<file path="src/wdr_pkg.sv">
// Constants shared by the watchdog with reset output and its helpers.
// Assumes one clock that is the oscillator itself, one count per period.
package wdr_pkg;

  // ****************************************************************
  // Special function register addresses
  // ****************************************************************
  localparam logic [7:0] ADDR_AUXILIARY_CONTROL = 8'h8e;
  localparam logic [7:0] ADDR_WATCHDOG_SERVICE = 8'ha6;

  // ****************************************************************
  // Field positions and values after reset
  // ****************************************************************
  localparam int BIT_ALE_DISABLE = 0;
  localparam int BIT_RESET_OUT_DISABLE = 3;
  localparam int BIT_IDLE_HALT_SELECT = 4;
  localparam logic [7:0] AUX_RESET = 8'h00;
  localparam logic [7:0] AUX_WRITABLE = 8'h19;

  // ****************************************************************
  // Key bytes of the service sequence
  // ****************************************************************
  localparam logic [7:0] KEY_FIRST = 8'h1e;
  localparam logic [7:0] KEY_SECOND = 8'he1;

  // ****************************************************************
  // Counter and timing
  // ****************************************************************
  localparam int COUNT_WIDTH = 14;
  localparam logic [13:0] COUNT_RESET = 14'h0000;
  localparam logic [13:0] COUNT_LIMIT = 14'h3fff;
  localparam int CLK_PERIOD_PS = 25000;
  localparam int OSC_PERIOD_PS = 25000;
  localparam int MACHINE_OSC_PERIODS = 12;
  localparam int MACHINE_CYCLES = (MACHINE_OSC_PERIODS * OSC_PERIOD_PS + CLK_PERIOD_PS - 1) / CLK_PERIOD_PS;
  localparam int RESET_PULSE_OSC_PERIODS = 98;
  localparam int RESET_PULSE_CYCLES = (RESET_PULSE_OSC_PERIODS * OSC_PERIOD_PS) / CLK_PERIOD_PS;
  localparam int EXT_RESET_MACHINE_CYCLES = 2;
  localparam int EXT_RESET_CYCLES = EXT_RESET_MACHINE_CYCLES * MACHINE_CYCLES;

  // ****************************************************************
  // Key detector states
  // ****************************************************************
  typedef enum logic [0:0] {
    KEY_WAIT_FIRST = 1'b0,
    KEY_WAIT_SECOND = 1'b1
  } wdr_key_state_t;

endpackage : wdr_pkg

</file>
<file path="src/wdr_key_if.sv">
// Interface carrying service-register writes to the key detector.
// Assumes both ends run on the same clock.
`timescale 1ns/1ps

interface wdr_key_if;
  logic wr;
  logic [7:0] data;
  logic hit;

  // Detector takes writes and reports a completed key pair
  modport det (input wr, input data, output hit);
  // Owner issues writes and watches for the pair
  modport user (output wr, output data, input hit);
endinterface : wdr_key_if

</file>
<file path="src/wdr_watchdog.sv">
// Watchdog with reset output: 14-bit supervision counter, key service
// register, auxiliary control bits and the reset pin driver.
// Assumes clk is the oscillator; power-down and idle come from the core
// on this clock; the reset pin and wake interrupt pin are asynchronous.
//
// Behaviour
// - A 14-bit counter, disabled after leaving reset until software enables it.
// - Writing 1E then E1 to the service register enables counting.
// - Once enabled, the counter advances one step every machine cycle.
// - No software disable; only hardware reset or overflow disables it.
// - While enabled, each 1E then E1 pair clears the counter.
// - Reaching 3FFF overflows and resets the whole device.
// - Overflow drives the reset pin high for 98 oscillator periods.
// - Service register is write-only; counter is not software visible.
// - Counting stops in power-down; no servicing needed there.
// - Power-down ends on hardware reset or an enabled low wake interrupt.
// - After interrupt wake, counting waits until the interrupt line goes high.
// - Idle-halt bit 4 at zero keeps counting through idle.
// - Idle-halt bit set freezes the count in idle, resuming afterwards.
// - Reset-out disable bit 3: zero drives pin, one leaves pin input only.
// - A machine cycle is 12 oscillator periods.
// - External high on reset pin for two machine cycles resets device, except in power-down.
// - Reset-output feature is enabled after reset.
`timescale 1ns/1ps

module wdr_watchdog #(
  parameter int COUNTER_WIDTH = wdr_pkg::COUNT_WIDTH
) (
  input wire logic clk,
  input wire logic rst,
  input wire logic sfr_wr,
  input wire logic sfr_rd,
  input wire logic [7:0] sfr_addr,
  input wire logic [7:0] sfr_wdata,
  output logic [7:0] sfr_rdata,
  output logic sfr_rvalid,
  input wire logic idle_mode,
  input wire logic power_down,
  input wire logic wake_int_enabled,
  input wire logic wake_int_n,
  input wire logic reset_pin_in,
  output logic reset_pin_out,
  output logic reset_pin_oe,
  output logic device_reset,
  output logic power_down_wake,
  output logic watchdog_enabled,
  output logic ale_disable
);
  import wdr_pkg::*;

  // ****************************************************************
  // Declarations
  // ****************************************************************
  logic [COUNTER_WIDTH-1:0] supervision_counter;

  // Counter end points; a narrower counter keeps the all-ones limit
  localparam logic [COUNTER_WIDTH-1:0] CNT_ZERO = COUNTER_WIDTH'(COUNT_RESET);
  localparam logic [COUNTER_WIDTH-1:0] CNT_LIMIT = COUNTER_WIDTH'(COUNT_LIMIT);
  logic [3:0] machine_phase;
  logic machine_tick;
  logic [7:0] auxiliary_control;
  logic wake_sync1;
  logic wake_low;
  logic pin_sync1;
  logic pin_high;
  logic [4:0] ext_high_count;
  logic ext_reset_active;
  logic wake_hold;
  logic count_halt;
  logic overflow;
  logic pulse_busy;
  logic drive_pin;
  logic clear_all;
  logic svc_write;

  wdr_key_if key_bus ();

  // Local clear: power-on reset or any device reset in progress
  assign clear_all = rst | device_reset;

  // ****************************************************************
  // Pin synchronisers
  // ****************************************************************

  // Wake interrupt pin, two flops, stored as a low level
  always_ff @(posedge clk) begin
    if (rst) begin
      wake_sync1 <= 1'b1;
      wake_low <= 1'b0;
    end else begin
      wake_sync1 <= wake_int_n;
      wake_low <= ~wake_sync1;
    end
  end

  // Reset pin, two flops
  always_ff @(posedge clk) begin
    if (rst) begin
      pin_sync1 <= 1'b0;
      pin_high <= 1'b0;
    end else begin
      pin_sync1 <= reset_pin_in;
      pin_high <= pin_sync1;
    end
  end

  // ****************************************************************
  // Machine cycle timing
  // ****************************************************************

  // Divide the oscillator by twelve into machine-cycle ticks
  always_ff @(posedge clk) begin
    if (clear_all) begin
      machine_phase <= 4'h0;
    end else if (machine_tick) begin
      machine_phase <= 4'h0;
    end else begin
      machine_phase <= machine_phase + 4'h1;
    end
  end

  assign machine_tick = (machine_phase == 4'(MACHINE_CYCLES - 1));

  // ****************************************************************
  // Register access
  // ****************************************************************

  // Auxiliary control: only bits 0, 3 and 4 hold state
  always_ff @(posedge clk) begin
    if (clear_all) begin
      auxiliary_control <= AUX_RESET;
    end else if (sfr_wr && sfr_addr == ADDR_AUXILIARY_CONTROL) begin
      auxiliary_control <= sfr_wdata & AUX_WRITABLE;
    end
  end

  // Read answer one cycle after the strobe; service register reads zero
  always_ff @(posedge clk) begin
    if (rst) begin
      sfr_rdata <= 8'h00;
      sfr_rvalid <= 1'b0;
    end else begin
      sfr_rvalid <= sfr_rd;
      if (sfr_rd && sfr_addr == ADDR_AUXILIARY_CONTROL) begin
        sfr_rdata <= auxiliary_control;
      end else begin
        sfr_rdata <= 8'h00;
      end
    end
  end

  // ALE disable bit mirrored for the bus logic
  always_ff @(posedge clk) begin
    if (rst) begin
      ale_disable <= 1'b0;
    end else begin
      ale_disable <= auxiliary_control[BIT_ALE_DISABLE];
    end
  end

  // ****************************************************************
  // Key sequence detection
  // ****************************************************************

  // Only writes to the service address reach the detector
  assign svc_write = sfr_wr && (sfr_addr == ADDR_WATCHDOG_SERVICE);
  assign key_bus.wr = svc_write;
  assign key_bus.data = sfr_wdata;

  wdr_key_detect u_key (
    .clk(clk),
    .rst(rst),
    .clear(device_reset),
    .key(key_bus)
  );

  // ****************************************************************
  // Enable and halt control
  // ****************************************************************

  // One-time enable, cleared only by power-on reset or a device reset
  always_ff @(posedge clk) begin
    if (clear_all) begin
      watchdog_enabled <= 1'b0;
    end else if (key_bus.hit) begin
      watchdog_enabled <= 1'b1;
    end
  end

  // Hold after power-down until the wake line is high again
  always_ff @(posedge clk) begin
    if (clear_all) begin
      wake_hold <= 1'b0;
    end else if (power_down) begin
      wake_hold <= 1'b1;
    end else if (!wake_low) begin
      wake_hold <= 1'b0;
    end
  end

  // Wake request while powered down and the level interrupt is enabled
  always_ff @(posedge clk) begin
    if (clear_all) begin
      power_down_wake <= 1'b0;
    end else begin
      power_down_wake <= power_down && wake_int_enabled && wake_low;
    end
  end

  // Stop in power-down, while waiting for the wake line, or in idle if chosen
  assign count_halt = power_down
    | wake_hold
    | (idle_mode & auxiliary_control[BIT_IDLE_HALT_SELECT]);

  // ****************************************************************
  // Supervision counter
  // ****************************************************************

  // Overflow once the count has reached the limit
  assign overflow = watchdog_enabled && (supervision_counter == CNT_LIMIT);

  // Advance per machine cycle; a key pair or a reset clears it
  always_ff @(posedge clk) begin
    if (clear_all) begin
      supervision_counter <= CNT_ZERO;
    end else if (key_bus.hit) begin
      supervision_counter <= CNT_ZERO;
    end else if (overflow) begin
      supervision_counter <= CNT_ZERO;
    end else if (watchdog_enabled && machine_tick && !count_halt) begin
      supervision_counter <= supervision_counter + 1'b1;
    end
  end

  // ****************************************************************
  // External reset detection
  // ****************************************************************

  // Count consecutive high samples of the pin while not driving it
  always_ff @(posedge clk) begin
    if (rst) begin
      ext_high_count <= 5'h00;
      ext_reset_active <= 1'b0;
    end else if (!pin_high || drive_pin || power_down) begin
      ext_high_count <= 5'h00;
      ext_reset_active <= 1'b0;
    end else if (ext_high_count == 5'(EXT_RESET_CYCLES - 1)) begin
      ext_reset_active <= 1'b1;
    end else begin
      ext_high_count <= ext_high_count + 5'h01;
    end
  end

  // ****************************************************************
  // Reset pulse and pin driver
  // ****************************************************************

  wdr_pulse #(
    .LENGTH(RESET_PULSE_CYCLES)
  ) u_pulse (
    .clk(clk),
    .rst(rst),
    .start(overflow),
    .busy(pulse_busy)
  );

  // Pin drive decision latched at overflow
  always_ff @(posedge clk) begin
    if (rst) begin
      drive_pin <= 1'b0;
    end else if (overflow) begin
      drive_pin <= ~auxiliary_control[BIT_RESET_OUT_DISABLE];
    end else if (!pulse_busy) begin
      drive_pin <= 1'b0;
    end
  end

  // Drive the reset pin high for the pulse length
  always_ff @(posedge clk) begin
    if (rst) begin
      reset_pin_out <= 1'b0;
      reset_pin_oe <= 1'b0;
    end else begin
      reset_pin_out <= pulse_busy & drive_pin;
      reset_pin_oe <= pulse_busy & drive_pin;
    end
  end

  // Device reset covers overflow pulse and external reset
  always_ff @(posedge clk) begin
    if (rst) begin
      device_reset <= 1'b0;
    end else begin
      device_reset <= overflow | pulse_busy | ext_reset_active;
    end
  end

endmodule : wdr_watchdog

</file>
<file path="src/wdr_key_detect.sv">
// Key-sequence detector for the watchdog service register.
// Assumes writes arrive as one-cycle strobes on the system clock.
`timescale 1ns/1ps

module wdr_key_detect (
  input wire logic clk,
  input wire logic rst,
  input wire logic clear,
  wdr_key_if.det key
);
  import wdr_pkg::*;

  wdr_key_state_t state;
  wdr_key_state_t next_state;
  logic next_hit;

  // ****************************************************************
  // Next state
  // ****************************************************************
  always_comb begin
    next_state = state;
    next_hit = 1'b0;
    if (key.wr) begin
      case (state)
        KEY_WAIT_FIRST: begin
          if (key.data == KEY_FIRST) begin
            next_state = KEY_WAIT_SECOND;
          end
        end
        KEY_WAIT_SECOND: begin
          if (key.data == KEY_SECOND) begin
            next_hit = 1'b1;
            next_state = KEY_WAIT_FIRST;
          end else if (key.data == KEY_FIRST) begin
            next_state = KEY_WAIT_SECOND;
          end else begin
            next_state = KEY_WAIT_FIRST;
          end
        end
        default: begin
          next_state = KEY_WAIT_FIRST;
        end
      endcase
    end
  end

  // State and hit pulse registers
  always_ff @(posedge clk) begin
    if (rst || clear) begin
      state <= KEY_WAIT_FIRST;
      key.hit <= 1'b0;
    end else begin
      state <= next_state;
      key.hit <= next_hit;
    end
  end

endmodule : wdr_key_detect

</file>
<file path="src/wdr_pulse.sv">
// Fixed-length pulse generator for the reset output.
// Assumes start is a one-cycle strobe; a start while busy is ignored.
`timescale 1ns/1ps

module wdr_pulse #(
  parameter int LENGTH = 98
) (
  input wire logic clk,
  input wire logic rst,
  input wire logic start,
  output logic busy
);
  import wdr_pkg::*;

  localparam int CW = $clog2(LENGTH + 1);
  localparam logic [CW-1:0] LAST = CW'(LENGTH - 1);

  logic [CW-1:0] count;

  // Count out the pulse length, one cycle per oscillator period
  always_ff @(posedge clk) begin
    if (rst) begin
      busy <= 1'b0;
      count <= '0;
    end else if (!busy) begin
      if (start) begin
        busy <= 1'b1;
        count <= '0;
      end
    end else if (count == LAST) begin
      busy <= 1'b0;
    end else begin
      count <= count + 1'b1;
    end
  end

endmodule : wdr_pulse

</file>
<file path="config.mk">
export PLATFORM = sky130hd
export DESIGN_NAME = wdr_watchdog
export DESIGN_NICKNAME = d
export VERILOG_FILES = /design/src/wdr_pkg.sv /design/src/wdr_key_if.sv /design/src/wdr_watchdog.sv /design/src/wdr_key_detect.sv /design/src/wdr_pulse.sv
export SDC_FILE = /design/constraint.sdc
export NUM_CORES = 1
export LEC_CHECK = 0
export BUFFER_PORTS_ARGS = -buffer_cell sky130_fd_sc_hd__buf_2
export CAP_MARGIN = 10
export CORE_AREA = 10 10 94 104
export CTS_CLUSTER_DIAMETER = 150
export DETAILED_ROUTE_END_ITERATION = 8
export DIE_AREA = 0 0 104 114
export MAX_ROUTING_LAYER = met4
export PLACE_DENSITY = 0.43
export REMOVE_ABC_BUFFERS = 1
export SLEW_MARGIN = 25
export SYNTH_ARGS = -nofsm -noshare
export SYNTH_HDL_FRONTEND = slang
export SYNTH_SLANG_ARGS = --single-unit
</file>
<file path="constraint.sdc">
create_clock -name clk -period 2.1 [get_ports clk]
set_input_delay 0.315 -clock clk [delete_from_list [all_inputs] [get_ports clk]]
set_output_delay 0.315 -clock clk [all_outputs]
set_load 0.03 [all_outputs]
</file>
==> flow_summary.yaml <==
clock_tree:
  cts_tree: "yes"
  cts_buffers: 5
  cts.sinks: 52
  ctsHtreeMaxLevel: 2
  root_buffer: "clkbuf_8"
  clk_path_buf_depth: 2
  clkTransAtPathRegs_ps: 90
  insertion_delay_ps: 300
  cts_hold_buf: 0
min_path:
  min_path_cells: 2
  hp-start: "wake_int_n"
  min_to: "wake_sync1"
  hold_path.class: "input pin to register"
timing:
  fmaxAchievable_mhz: 554
  finalSetupViolCount: 0
  min_period_ps: 1810
  holdWs_ps: 192
  rsz0062_at_grt: "false"
  slew_viol_final: 0
  skew_ps: 4.62
  fin_crit_sh_pct: 86.0
  finalHoldViolCount: 0
  setup_tns_ps: 0
routing:
  wl_um: 4980
  drc: 0
  firstDrtPassIters: 4
  final_antenna_net_count: 0
  post_drt_wl_per_cell_um: 12.7
  vias: 1815
  drt_iter0_markers: 45
  viasPerCell: 4.63
die:
  die-width_um: 104
  rows: 34
  start_util_pct: 28.9
  die_height_um: 114
  core_area_um2: 7740
  die_area_um2: 11900
  ioPinCount: 40
synthesis:
  synth_xor_area_share_pct: 3.13
  synth.ff_latch_count: 52
  synth.most_common_cell: "dfxtp_1"
  synth_edf_count: 0
  synth.area.mux_share_pct: 2.74
  synth_compound_area_share_pct: 9.63
  synth_area_per_cell_um2: 9.16
  yosysWarningCount: 0
  synth.top_cell.area_share_pct: 46.6
  synthTopCellsByArea: "dfxtp_1 47%, nor2_1 5.2%, a21oi_1 3.6%, ha_1 2.8%, mux2i_1 2.2%"
  synth.largest_area_cell: "dfxtp_1"
  async_flop_share_pct: 0
  synth_common_cells: "52 x dfxtp_1, 31 x nor2_1, 16 x a21oi_1"
  synth_area_um2: 2240
  syn-instance-count: 244
  synth_cell_types: 45
  seq_area_frac_synth_pct: 46.6
  yosys.area_share.simple_pct: 30.4
  synthAdderAreaFrac_pct: 2.80
  synth_top_family_by_area: "simple AND/OR/NAND/NOR gates"
  synth_ff_type: "dfxtp_1"
global_route:
  globalRouteTotalUtil_pct: 8.81
  antenna_found_initial: 0
  grt_pass1_vias: 1788
  grt_max_degree: 19
  grt_first_pass_wirelength_um: 8580
  grt.overflow.total: 0
setup_path:
  setup.worst_path.start_class: "register"
  critPathArrivalTime_ps: 2000
  crit_fanout: 11
  rr_endpoint: "supervision_counter[6]"
  slowest_delay_ps: 570
  required_ps: 2290
  reg2reg_depth: 6
  crit_slowest_cell: "or4_4"
  cp-end-kind: "register"
  worstReg2RegStart: "supervision_counter[0]"
  ff2ff_setup_slack_ps: 290
  crit_type: "register to register"
  cp_cell_sequence: "ha_1 -> nand3_1 -> or4_4 -> nand2_1 -> buf_12 -> a21oi_1"
run_status:
  status: "finished clean"
place:
  dp_hpwl_um: 3800
  place_congestion: 0.751
  io_buffers: 34
  dp_cells: 381
power_and_ir_drop:
  vdd_ir_drop_max_uv: 321
  power_density_nw_per_um2: 636
  leakagePower_nw: 1.00
finish:
  nNetsFinal: 313
  fin_cells: 392
  layout-drive-gt1-share_pct: 20.1
  diodes: 0
  area_growth_pct: 18.2
flow_run:
  max_cap_viol_count: 0
-- how the worst max path moves through the flow --
stage	from	to	slack [ps]	cells after the start
after global placement	machine_phase[0]	supervision_counter[10]	240	5
final	supervision_counter[0]	supervision_counter[6]	290	6
after global routing	supervision_counter[0]	supervision_counter[6]	150	6
after detailed placement	machine_phase[0]	supervision_counter[10]	160	5
after floorplan	watchdog_enabled	supervision_counter[10]	350	4
after CTS	machine_phase[0]	supervision_counter[10]	140	5
-- power breakdown --
group | switching [mW] | leakage, nW | total (mW) | internal, mW
clock network | 0.323 | 0.0510 | 0.587 | 0.264
registers | 0.00619 | 0.421 | 1.00 | 0.997
logic | 0.0509 | 0.530 | 0.0894 | 0.0386
total | 0.380 | 1.00 | 1.68 | 1.30
-- worst max-delay path, delay by kind of cell, from the launching register on --
kind	cells	cell delay, ps
AOI/OAI and AO/OA	1	50
and+or+nand+nor	3	920
buffers and inverters	1	160
adders and majority gates	1	180
DFF	1	390
-- flip-flops by register name, summed over array words and instances (netlist names) --
register,cells
reset_pin_oe,1
ale_disable,1
wake_sync1,1
power_down_wake,1
pin_high,1
pin_sync1,1
drive_pin,1
ext_high_count,5
wake_low,1
ext_reset_active,1
u_key.key.hit,1
auxiliary_control,3
watchdog_enabled,1
u_pulse.busy,1
u_pulse.count,7
wake_hold,1
supervision_counter,14
device_reset,1
sfr_rvalid,1
machine_phase,4
u_key.state,1
sfr_rdata,3
-- placed cells by master (no fill, tap or decap), types with 6 or more instances in the layout --
cell type	instances
clkbuf_8	6
nand3_1	10
inv_1	6
nand4_1	7
dfxtp_1	52
a21oi_1	16
nor2b_1	6
nand2_1	10
buf_4	7
o21ai_0	8
nor2_1	31
or3_1	7
buf_2	34
-- cell type report --
class,count,area [um2]
Fill cell,829,5100
Multi-Input combinational cell,176,1110
Sequential cell,52,1040
Timing Repair Buffer,42,243
Tap cell,108,135
Clock buffer,6,82.6
Inverter,6,22.5
Clock inverter,2,10.0
-- logic make-up (layout without fill, tap and decap cells) --
| group | Yosys count | in the layout |
|---|---|---|
| xor gates and xnor gates | 8 | 8 |
| buffers and inverters | 20 | 56 |
| DFF | 52 | 52 |
| adders and majority gates | 5 | 5 |
| other | 1 | 5 |
| AOI/OAI and AO/OA | 35 | 35 |
| muxes | 6 | 6 |
| and+or+nand+nor | 117 | 117 |
-- stage by stage --
stage	total power, mW	utilization, %	setup slack, ps	area [um2]
global route	1.76	34.1	147	2640
CTS	1.71	33.8	136	2620
floorplan	1.07	-	355	2170
detailed placement	1.12	32.6	161	2530
global placement	1.12	32.6	240	2530
finish	1.68	34.1	293	2640
-- per-layer routing --
metal / share of wire (%) / vias up / GRT usage [%] / wire length, um
li1: - / 940 / - / -
met4: 0.76 / 0 / 2.51 / 38
met2: 49 / 17 / 15.0 / 2420
met1: 48 / 854 / 10.2 / 2400
met3: 2.4 / 4 / 2.03 / 120
met5: 0 / - / - / 0
-- timing repair --
item | CTS | global route
buffers inserted | 0 | 3
endpoints found under the setup margin | 0 | 4
resized for setup | 0 | 0
(Power assumes the default switching activity.)
